`config.mk`:
```
export PLATFORM = sky130hd
export DESIGN_NAME = pic_host_cascade
export DESIGN_NICKNAME = d
export VERILOG_FILES = /design/src/rtl/pic_pkg.sv /design/src/rtl/pic_res_if.sv /design/src/rtl/pic_prio_res.sv /design/src/rtl/pic_host_cascade.sv
export SDC_FILE = /design/constraint.sdc
export NUM_CORES = 1
export LEC_CHECK = 0
export ABC_AREA = 1
export CORE_UTILIZATION = 47
export CTS_CLUSTER_DIAMETER = 60
export DETAILED_ROUTE_END_ITERATION = 10
export DONT_BUFFER_PORTS = 1
export PLACE_DENSITY = 0.61
export SLEW_MARGIN = 20
export SYNTH_ARGS = -nofsm -noshare
export SYNTH_HDL_FRONTEND = slang
export SYNTH_SLANG_ARGS = --single-unit
```
`constraint.sdc`:
```
create_clock -name mclk_in -period 3.28 [get_ports mclk_in]
set_clock_uncertainty 0.05 [all_clocks]
set_input_delay 0.656 -clock mclk_in [delete_from_list [all_inputs] [get_ports mclk_in]]
set_output_delay 0.656 -clock mclk_in [all_outputs]
set_load 0.005 [all_outputs]
```
`src/rtl/pic_pkg.sv`:
```
// Shared constants and types of the interrupt controller
package pic_pkg;

	////////////////////////////////////////////////////////////////////////////////
	// First init word field positions
	localparam int INIT1_NEED4   = 0;
	localparam int INIT1_SINGLE  = 1;
	localparam int INIT1_LEVEL   = 3;
	localparam int INIT1_START   = 4;

	// Fourth init word field positions
	localparam int INIT4_AUTOEOI = 1;
	localparam int INIT4_MASTER  = 2;
	localparam int INIT4_BUFFER  = 3;

	// Operation word fields
	localparam int OPW_SEL3      = 3;
	localparam int OPW_EOI       = 5;
	localparam int OPW_SPECIFIC  = 6;
	localparam int OPW_RDVALID   = 1;
	localparam int OPW_RDSERV    = 0;

	// Reset values, spurious level and request count
	localparam logic [7:0] BYTE_RESET = 8'h00;
	localparam logic [2:0] CAS_IDLE   = 3'h0;
	localparam logic [2:0] SPURIOUS   = 3'h7;
	localparam int         NUM_REQ    = 8;

	////////////////////////////////////////////////////////////////////////////////
	typedef enum logic [4:0] {
		IN_IDLE = 5'h01,
		IN_W2   = 5'h02,
		IN_W3   = 5'h04,
		IN_W4   = 5'h08,
		IN_RDY  = 5'h10
	} pic_init_t;

	typedef enum logic [3:0] {
		AK_IDLE = 4'h1,
		AK_P1   = 4'h2,
		AK_GAP  = 4'h4,
		AK_P2   = 4'h8
	} pic_ack_t;

endpackage

```
`src/rtl/pic_res_if.sv`:
```
// Link between the controller core and its priority resolver
`timescale 1ns/1ps
`default_nettype none
interface pic_res_if;
	logic [7:0] pend;
	logic [7:0] serv;
	logic       hit;
	logic [2:0] idx;

	modport resolver (input pend, input serv, output hit, output idx);
	modport user     (output pend, output serv, input hit, input idx);
endinterface
`default_nettype wire

```
`src/rtl/pic_prio_res.sv`:
```
// Fixed priority resolver, line 0 highest, blocked by in-service levels
`timescale 1ns/1ps
`default_nettype none
module pic_prio_res #(
	parameter int N = 8
) (
	pic_res_if.resolver res
);
	logic stop;

	always_comb begin
		res.hit = 1'b0;
		res.idx = 3'h0;
		stop    = 1'b0;
		for (int i = 0; i < N; i++) begin
			if (!stop) begin
				// An equal or higher level in service hides everything below it
				if (res.serv[i]) begin
					stop = 1'b1;
				end else if (res.pend[i]) begin
					res.hit = 1'b1;
					res.idx = i[2:0];
					stop    = 1'b1;
				end
			end
		end
	end
endmodule // pic_prio_res
`default_nettype wire

```
`src/rtl/pic_host_cascade.sv`:
```
// Interrupt controller core: host strobes, acknowledge cycle and cascade bus
`timescale 1ns/1ps
`default_nettype none
module pic_host_cascade (
	input  wire logic       mclk_in,
	input  wire logic       rst_in,
	input  wire logic       cs_n_in,
	input  wire logic       rd_n_in,
	input  wire logic       wr_n_in,
	input  wire logic       register_select_in,
	input  wire logic [7:0] din_in,
	input  wire logic       inta_n_in,
	input  wire logic       slave_sel_n_in,
	input  wire logic [2:0] cas_in,
	input  wire logic [7:0] request_lines_in,
	output logic            int_out,
	output logic      [2:0] cas_out,
	output logic            cas_en_out,
	output logic      [7:0] dout_out,
	output logic            data_en_n_out
);

	////////////////////////////////////////////////////////////////////////////////
	typedef struct packed {
		pic_pkg::pic_init_t init;
		pic_pkg::pic_ack_t  ack;
		logic [7:0]         init1;
		logic [7:0]         init2;
		logic [7:0]         init3;
		logic [7:0]         init4;
		logic [7:0]         imr;
		logic [7:0]         irr;
		logic [7:0]         isr;
		logic               rd_serv;
		logic               wr_prev;
		logic               inta_prev;
		logic [7:0]         req_prev;
		logic [2:0]         idx;
		logic               hit;
		logic               irq;
		logic [2:0]         cas;
		logic               cas_en;
		logic [7:0]         dout;
		logic               den_n;
	} pic_state_t;

	pic_state_t state_q;
	pic_state_t state_d;

	pic_res_if res ();

	pic_prio_res #(
		.N (pic_pkg::NUM_REQ)
	) u_res (
		.res (res.resolver)
	);

	logic       wr_act;
	logic       rd_act;
	logic       wr_take;
	logic       inta_fall;
	logic       inta_rise;
	logic       single;
	logic       buffered;
	logic       is_slave;
	logic       is_master;
	logic       edge_mode;
	logic       own;
	logic [7:0] clr_top;
	logic       found;

	assign res.pend = state_q.irr & ~state_q.imr;
	assign res.serv = state_q.isr;

	////////////////////////////////////////////////////////////////////////////////
	always_comb begin
		state_d   = state_q;
		wr_act    = !cs_n_in && !wr_n_in;
		rd_act    = !cs_n_in && !rd_n_in;
		wr_take   = wr_act && !state_q.wr_prev;
		inta_fall = !inta_n_in && state_q.inta_prev;
		inta_rise = inta_n_in && !state_q.inta_prev;
		single    = state_q.init1[pic_pkg::INIT1_SINGLE];
		buffered  = state_q.init4[pic_pkg::INIT4_BUFFER];
		edge_mode = !state_q.init1[pic_pkg::INIT1_LEVEL];
		// Slave-select only counts in unbuffered cascade mode
		is_slave  = !single && (buffered ? !state_q.init4[pic_pkg::INIT4_MASTER]
		                                 : !slave_sel_n_in);
		is_master = !single && !is_slave;
		// Only a slave compares its cascade input with its init3 id; a master or single unit always owns the acknowledge
		own       = !is_slave || (cas_in == state_q.init3[2:0]);
		clr_top   = 8'h00;
		found     = 1'b0;
		for (int i = 0; i < pic_pkg::NUM_REQ; i++) begin
			if (!found && state_q.isr[i]) begin
				clr_top[i] = 1'b1;
				found      = 1'b1;
			end
		end

		state_d.wr_prev   = wr_act;
		state_d.inta_prev = inta_n_in;
		state_d.req_prev  = request_lines_in;

		// Request sensing; an edge that lands with a clear is kept
		if (state_q.init == pic_pkg::IN_RDY) begin
			if (edge_mode) begin
				state_d.irr = (state_q.irr | (request_lines_in & ~state_q.req_prev))
				              & request_lines_in;
			end else begin
				state_d.irr = request_lines_in;
			end
		end

		// Acknowledge sequence
		case (state_q.ack)
			pic_pkg::AK_IDLE: begin
				if (inta_fall && state_q.init == pic_pkg::IN_RDY) begin
					state_d.hit = res.hit;
					state_d.idx = res.hit ? res.idx : pic_pkg::SPURIOUS;
					state_d.ack = pic_pkg::AK_P1;
					if (is_master && res.hit && state_q.init3[res.idx]) begin
						state_d.cas = res.idx;
					end
				end
			end
			pic_pkg::AK_P1: begin
				if (inta_rise) begin
					state_d.ack = pic_pkg::AK_GAP;
				end
			end
			pic_pkg::AK_GAP: begin
				if (inta_fall) begin
					state_d.ack = pic_pkg::AK_P2;
					if (own) begin
						if (state_q.hit) begin
							state_d.isr[state_q.idx] = 1'b1;
							if (edge_mode) begin
								state_d.irr[state_q.idx] = request_lines_in[state_q.idx] & ~state_q.req_prev[state_q.idx];
							end
						end
						// A master with a slave on this line leaves the bus to it
						if (!(is_master && state_q.init3[state_q.idx])) begin
							state_d.dout  = {state_q.init2[7:3], state_q.idx};
							state_d.den_n = 1'b0;
						end
					end
				end
			end
			pic_pkg::AK_P2: begin
				if (inta_rise) begin
					state_d.ack   = pic_pkg::AK_IDLE;
					state_d.cas   = pic_pkg::CAS_IDLE;
					state_d.dout  = pic_pkg::BYTE_RESET;
					state_d.den_n = 1'b1;
					if (state_q.init4[pic_pkg::INIT4_AUTOEOI] && state_q.hit) begin
						state_d.isr[state_q.idx] = 1'b0;
					end
				end
			end
			default: begin
				state_d.ack = pic_pkg::AK_IDLE;
			end
		endcase

		// Host register read, suspended while the vector is on the bus
		if (state_q.ack != pic_pkg::AK_P2 && state_d.ack != pic_pkg::AK_P2) begin
			state_d.den_n = !rd_act;
			if (!rd_act) begin
				state_d.dout = pic_pkg::BYTE_RESET;
			end else if (register_select_in) begin
				state_d.dout = state_q.imr;
			end else begin
				state_d.dout = state_q.rd_serv ? state_q.isr : state_q.irr;
			end
		end

		// Host register write
		if (wr_take) begin
			if (!register_select_in && din_in[pic_pkg::INIT1_START]) begin
				state_d.init1   = din_in;
				state_d.init4   = pic_pkg::BYTE_RESET;
				state_d.imr     = pic_pkg::BYTE_RESET;
				state_d.isr     = pic_pkg::BYTE_RESET;
				state_d.irr     = pic_pkg::BYTE_RESET;
				state_d.rd_serv = 1'b0;
				state_d.ack     = pic_pkg::AK_IDLE;
				state_d.cas     = pic_pkg::CAS_IDLE;
				state_d.init    = pic_pkg::IN_W2;
			end else begin
				case (state_q.init)
					pic_pkg::IN_W2: begin
						if (register_select_in) begin
							state_d.init2 = din_in;
							if (!single) begin
								state_d.init = pic_pkg::IN_W3;
							end else if (state_q.init1[pic_pkg::INIT1_NEED4]) begin
								state_d.init = pic_pkg::IN_W4;
							end else begin
								state_d.init = pic_pkg::IN_RDY;
							end
						end
					end
					pic_pkg::IN_W3: begin
						if (register_select_in) begin
							state_d.init3 = din_in;
							state_d.init  = state_q.init1[pic_pkg::INIT1_NEED4] ?
							                pic_pkg::IN_W4 : pic_pkg::IN_RDY;
						end
					end
					pic_pkg::IN_W4: begin
						if (register_select_in) begin
							state_d.init4 = din_in;
							state_d.init  = pic_pkg::IN_RDY;
						end
					end
					pic_pkg::IN_RDY: begin
						if (register_select_in) begin
							state_d.imr = din_in;
						end else if (!din_in[pic_pkg::OPW_SEL3]) begin
							if (din_in[pic_pkg::OPW_EOI]) begin
								if (din_in[pic_pkg::OPW_SPECIFIC]) begin
									state_d.isr[din_in[2:0]] = 1'b0;
								end else begin
									state_d.isr = state_d.isr & ~clr_top;
								end
							end
						end else if (din_in[pic_pkg::OPW_RDVALID]) begin
							state_d.rd_serv = din_in[pic_pkg::OPW_RDSERV];
						end
					end
					default: begin
						state_d.init = state_q.init;
					end
				endcase
			end
		end

		// Taking a level into service wins over an end-of-interrupt word in the same cycle
		if (state_q.ack == pic_pkg::AK_GAP && state_d.ack == pic_pkg::AK_P2
		    && own && state_q.hit) begin
			state_d.isr[state_q.idx] = 1'b1;
		end

		state_d.irq    = (state_d.init == pic_pkg::IN_RDY) && (state_d.ack == pic_pkg::AK_IDLE)
		                 && res.hit && (state_q.ack == pic_pkg::AK_IDLE);
		state_d.cas_en = (state_d.init == pic_pkg::IN_RDY) && is_master;
	end

	////////////////////////////////////////////////////////////////////////////////
	always_ff @(posedge mclk_in) begin
		if (rst_in) begin
			state_q           <= '0;
			state_q.init      <= pic_pkg::IN_IDLE;
			state_q.ack       <= pic_pkg::AK_IDLE;
			state_q.den_n     <= 1'b1;
			state_q.inta_prev <= 1'b1;
		end else begin
			state_q <= state_d;
		end
	end

	assign int_out       = state_q.irq;
	assign cas_out       = state_q.cas;
	assign cas_en_out    = state_q.cas_en;
	assign dout_out      = state_q.dout;
	assign data_en_n_out = state_q.den_n;

endmodule // pic_host_cascade
`default_nettype wire

```
==> results.yml, run 1 <==
timing:
  clock.fmax_ghz: 0.442
  rsz0062_at_grt: "false"
  period_needed_ns: 2.26
  final.setup.tns_ns: 0
  hold_viol: 0
  final-setup-viol-count: 0
  hold_slack_ns: 0.309
  slew_headroom: 0.388
  min_period_over_period: 0.690
  slew_violations: 0
  worst_slew_pin_slew_ns: 0.916
pwr:
  vdd_drop_max_uv: 329
  p_per_area_nw_per_um2: 385
  leakagePower_nw: 1.76
  switching_share: 0.248
  power_frac_clock: 0.404
  internal_power_w: 0.00140
  combPwrFrac: 0.053
  seqPwrFrac: 0.543
  p_total_w: 0.00186
  p_switching_w: 0.000460
grt:
  grt_pass1_vias: 4328
  grt_pass1_wl_um: 22800
  grt_usage: 0.299
  overflow: 0
  grt_max_degree: 36
  antenna_found_initial: 1
synthesis:
  synth-adder-area-share: 0
  synth_top_family_by_area: "simple AND/OR/NAND/NOR gates"
  synth_fp_nets: 679
  synth_edf_count: 0
  seq_area_frac_synth: 0.353
  syn_avg_cell_area_um2: 7.04
  synth_cell_types: 48
  yosysTopAreaCell: "dfxtp_1"
  synth-simple-area-share: 0.281
  synthXorXnorAreaFrac: 0.00572
  synth-main-ff-cell: "dfxtp_1"
  async_flop_share: 0
  synthTopCellsByArea: "dfxtp_1, inv_1, nand2_1, a21oi_1, o21ai_0"
  netlist_area_um2: 4590
  synth_top_area_frac: 0.353
  synth_compound_area_frac: 0.246
  synthMuxAreaShare: 0
  syn_inst: 652
  ys_seq_elements: 81
  synth-warning-count: 0
setup_path:
  cp_max_fo: 16
  arrival_ns: 2.49
  slowest_stage: "dfxtp_1"
  reg2reg_depth: 10
  reg2reg_from: "state_q[15]"
  worstSetupStartpointType: "register"
  cp_slowest_stage_delay_ns: 0.51
  timing.rr.end: "dout_out[7]"
  critical-path-top-delay-family: "simple AND/OR/NAND/NOR gates"
  path_buf_inv: 1
  path_cells: "inv_1 -> nand3_1 -> o21ai_0 -> nor3_1 -> o211ai_1 -> nand3_1 -> nand2_1 -> nand2_2 -> o21ai_0 -> a31oi_1"
  cp.required_ns: 3.51
  r2r_slack_ns: 1.02
  crit_path_end_kind: "register"
  path_class: "register to register"
place:
  dp.cells: 757
  port_buffers: 0
  gp_congestion: 0.964
  dp_hpwl_um: 11000
clock_network:
  postCtsSetupBuffers: 0
  post_cts_resized: 0
  clk_pin_slew_ns: 0.08
  cts-buffers-inserted: 9
  hold_buffers: 0
  cts_num_sinks: 81
  cts.htree.levels: 3
  clock_latency_ns: 0.36
  cts_tree: "built"
  cts.root.buffer_cell: "clkbuf_8"
  cts.path.max_buffers: 2
hold_path:
  hp-class: "input pin to register"
  whs_path_depth: 1
  whs_endpoint: "state_q[18]"
  worstHoldStart: "rst_in"
floorplanning:
  design.core.area_um2: 9370
  start_util: 0.490
  die_area_um2: 10200
  placementRows: 35
  die_h_um: 101
  die_w_um: 101
  ios: 41
routing:
  wirelength_um: 14300
  first_pass_iters: 6
  wl_per_cell_um: 18.4
  final_antenna_net_count: 0
  drtIter0Drc: 391
  vias_per_cell: 5.85
  num_vias: 4527
  drc: 0
finish:
  finish.utilization: 0.514
  nFillCells: 969
  final-seq-area_um2: 1620
  drive_gt1_frac: 0.0978
  area_growth_pct: 4.88
  final_cell_mix: "inv_1, nand2_1, dfxtp_1, nor2_1, a21oi_1"
  finalNetCount: 666
  mostFrequentLayoutCell: "inv_1"
  final_cells: 774
  multiInputGateArea_um2: 2440
run_status:
  status: "finished, final reports clean"
job:
  maxCapViolCount: 0
==> power by group through the flow <==
| stage | Clock (W) | Sequential [W] | Combinational (W) |
|---|---|---|---|
| floorplan | 0 | 0.00103 | 0.0000798 |
| CTS | 0.000770 | 0.00101 | 0.0000972 |
| finish | 0.000749 | 0.00101 | 0.0000984 |
| global placement | 0 | 0.00103 | 0.0000954 |
| detailed placement | 0 | 0.00103 | 0.0000968 |
| global route | 0.000808 | 0.00101 | 0.000111 |
==> how the worst max path moves through the flow <==
| stage | to | cells after the start | from |
|---|---|---|---|
| 3_3_place_gp | int_out | 9 | cs_n_in |
| 6_report | dout_out[7] | 10 | state_q[15] |
| 5_1_grt | dout_out[7] | 12 | state_q[17] |
| 2_1_floorplan | state_q[62] | 9 | cs_n_in |
| 3_5_place_dp | int_out | 9 | cs_n_in |
| 4_1_cts | dout_out[7] | 10 | state_q[15] |
==> routing by layer <==
metal	vias to the layer above	share of wire	wire length, um	track usage
met2	224	0.44	6320	0.470
li1	2193	-	-	-
met4	0	0.030	428	0.124
met3	36	0.098	1400	0.0666
met1	2074	0.43	6130	0.397
met5	-	0	0	0
==> worst reg2reg max path, stage by stage, from the launching register on <==
cell,delay (ns)
dfxtp_1,0.51
inv_1,0.15
nand3_1,0.27
o21ai_0,0.12
nor3_1,0.19
o211ai_1,0.14
nand3_1,0.10
nand2_1,0.11
nand2_2,0.23
o21ai_0,0.12
a31oi_1,0.21
==> per-stage QoR <==
step,setup WS (ns),area [um2]
floorplan,1.25,4590
global placement,0.766,4620
detailed placement,0.773,4620
CTS,1.04,4810
global route,0.773,4810
finish,1.02,4810
==> cell families after synthesis <==
kind of cell              Yosys count
AOI/OAI and AO/OA                 188
DFF                                81
and+or+nand+nor                   253
xor gates and xnor gates            3
buffers and inverters             127
==> flip-flops by register name, indices dropped and copies added (netlist names) <==
| signal | count |
|---|---|
| cas_out | 3 |
| data_en_n_out | 1 |
| int_out | 1 |
| res.serv | 8 |
| buffered | 1 |
| state_q | 57 |
| cas_en_out | 1 |
| dout_out | 8 |
| single | 1 |
==> Yosys cell counts (2+ instances only) <==
cell,number
nand2_2,3
nor4_1,3
dfxtp_1,81
nor2_4,4
nand3_4,2
a31oi_1,3
o31ai_1,3
a22oi_1,3
nand2_1,84
o2111ai_1,3
o21ai_2,2
nor3_1,14
o21ai_0,59
o211ai_1,13
o221ai_1,3
clkbuf_1,12
nor3_2,3
nand2_4,5
nand3_2,6
inv_1,92
clkinv_1,4
nor2_2,11
a221oi_1,3
o22ai_1,12
a211oi_1,9
nand3_1,28
a32oi_1,4
a21oi_1,62
inv_2,6
nand4_1,13
nor2_1,73
xnor2_1,3
buf_4,11
==> layout make-up <==
class | instances | share of cell area
Multi-Input combinational cell | 444 | 0.507
Sequential cell | 81 | 0.337
Inverter | 102 | 0.0795
Tap cell | 129 | 0.0335
Clock buffer | 11 | 0.0294
Clock inverter | 5 | 0.0114
Timing Repair Buffer | 1 | 0.00156
Antenna cell | 1 | 0.000520
Power figures use the tool's default switching activity.
==> inputs of run 2 (changes only) <==
clock period = 2.1 ns   (was 3.28 ns; I/O delays follow)
==> run 2 against run 1 <==
Net effect: count of clock-buffer cells in the layout shrank 2; first-iteration DRC count rose by 27%; via count rose by 3.9%; maximum frequency rose by 13%; clock power up 72%; wire length increased by 7.3%; highest routed layer unchanged.
==> results.yml, run 2 (synthesized netlist as in run 1, its figures left out) <==
pwr:
  combPwrFrac: 0.059
  internal_power_w: 0.00220
  switching_share: 0.277
  p_per_area_nw_per_um2: 590
  vdd_drop_max_uv: 364
  power_frac_clock: 0.425
  p_switching_w: 0.000846
  leakagePower_nw: 1.96
  seqPwrFrac: 0.516
grt:
  grt_usage: 0.315
  grt_pass1_vias: 4489
  overflow: 0
  antenna_found_initial: 0
  grt_pass1_wl_um: 24100
  grt_max_degree: 36
floorplanning:
  design.core.area_um2: 9370
  die_area_um2: 10200
  die_w_um: 101
  placementRows: 35
  ios: 41
  start_util: 0.490
  die_h_um: 101
routing:
  drtIter0Drc: 497
  vias_per_cell: 5.83
  final_antenna_net_count: 0
  num_vias: 4702
  drc: 0
  wl_per_cell_um: 19.0
  wirelength_um: 15300
  first_pass_iters: 6
setup_path:
  path_class: "register to register"
  crit_start: "state_q[17]"
  cp.required_ns: 2.34
  reg2reg_depth: 10
  cp_max_fo: 8
  crit_path_end_kind: "register"
  r2r_slack_ns: 0.1
  reg2reg_from: "state_q[17]"
  timing.rr.end: "state_q[44]"
  arrival_ns: 2.24
  worstSetupStartpointType: "register"
  crit_end: "state_q[44]"
place:
  placed_area_um2: 4860
  gp_congestion: 0.987
  dp_hpwl_um: 11700
  place_worst_setup_slack_ns: -0.0677
  port_buffers: 0
finish:
  area_growth_pct: 12.6
  largest_register_ffs: 57
  drive_gt1_frac: 0.165
  finish.utilization: 0.551
  fin_area_um2: 5170
  mostFrequentLayoutCell: "inv_1"
  regMostFlops: "state_q"
  n_antenna_cell: 0
  finalNetCount: 700
  final_cell_mix: "inv_1, nand2_1, dfxtp_1, nor2_1, a21oi_1"
timing:
  clock.fmax_ghz: 0.499
  hold_viol: 0
  period_needed_ns: 2.00
  worst_slew_pin_slew_ns: 0.511
  final-setup-viol-count: 0
  slew_headroom: 0.658
  setup_slack_ns: 0.0957
  hold_slack_ns: 0.0479
  min_period_over_period: 0.954
  rsz0062_at_grt: "true"
  slew_violations: 0
run_status:
  status: "finished, final reports clean"
clock_network:
  clk_pin_slew_ns: 0.11
  clock_latency_ns: 0.38
  hold_buffers: 0
  cts_num_sinks: 81
  cts.htree.levels: 3
  cts-buffers-inserted: 9
  cts.root.buffer_cell: "clkbuf_8"
  cts_tree: "built"
  cts.path.max_buffers: 2
job:
  maxCapViolCount: 0
hold_path:
  hp-class: "input pin to register"
run 2: layer usage:
layer / up-vias / global-route usage / routed length, um
met2: 205 / 0.501 / 6870
li1: 2255 / - / -
met5: - / 0 / 0
met1: 2207 / 0.418 / 6590
met3: 35 / 0.0763 / 1450
met4: 0 / 0.110 / 410
run 2: stage by stage:
stage          std cells  TNS [ns]  power, W
2_1_floorplan        652         0   0.00173
3_3_place_gp         788   -0.0435   0.00178
3_5_place_dp         788    -0.340   0.00178
4_1_cts              804         0   0.00305
5_1_grt              807   -0.0897   0.00313
6_report             807         0   0.00305
run 2: worst min-delay path by stage:
| stage | from | end | slack (ns) | cells after the start |
|---|---|---|---|---|
| 2_1_floorplan | state_q[55] | state_q[55] | 0.39 | 2 |
| 3_3_place_gp | state_q[55] | state_q[55] | 0.41 | 2 |
| 4_1_cts | rst_in | state_q[24] | 0.05 | 1 |
| 6_report | rst_in | state_q[24] | 0.05 | 1 |
| 5_1_grt | rst_in | state_q[25] | 0.04 | 1 |
| 3_5_place_dp | state_q[55] | state_q[55] | 0.41 | 2 |
run 2: repair_timing:
action,in CTS,in global routing
pin swaps,0,4
endpoints found under the setup margin,2,29
resized for setup,1,20
setup buffers,0,3
run 2: layout make-up:
cell class                 count  area [um2]
fill                         923        4200
multi-input combinational    444        2510
sequential                    81        1630
inverter                     102         383
timing repair buffer          35         275
tap                          129         161
clock buffer                   9         124
clock inverter                 7        90.1
run 2: power by group through the flow:
| stage | registers, W | logic, W | clock network, W |
|---|---|---|---|
| after global routing | 0.00158 | 0.000196 | 0.00136 |
| after CTS | 0.00158 | 0.000173 | 0.00131 |
| after floorplan | 0.00160 | 0.000125 | 0 |
| after detailed placement | 0.00161 | 0.000172 | 0 |
| final | 0.00157 | 0.000180 | 0.00129 |
| after global placement | 0.00161 | 0.000172 | 0 |
run 2: worst max-delay path: stages, from the launching register on:
cell and delay (ns):
dfxtp_1 0.41, inv_1 0.14, nand3_2 0.10, inv_1 0.06, buf_4 0.16, a22o_1 0.22, a221oi_2 0.24, nand4_1 0.15
inv_2 0.17, nor2_1 0.06, a211oi_1 0.15
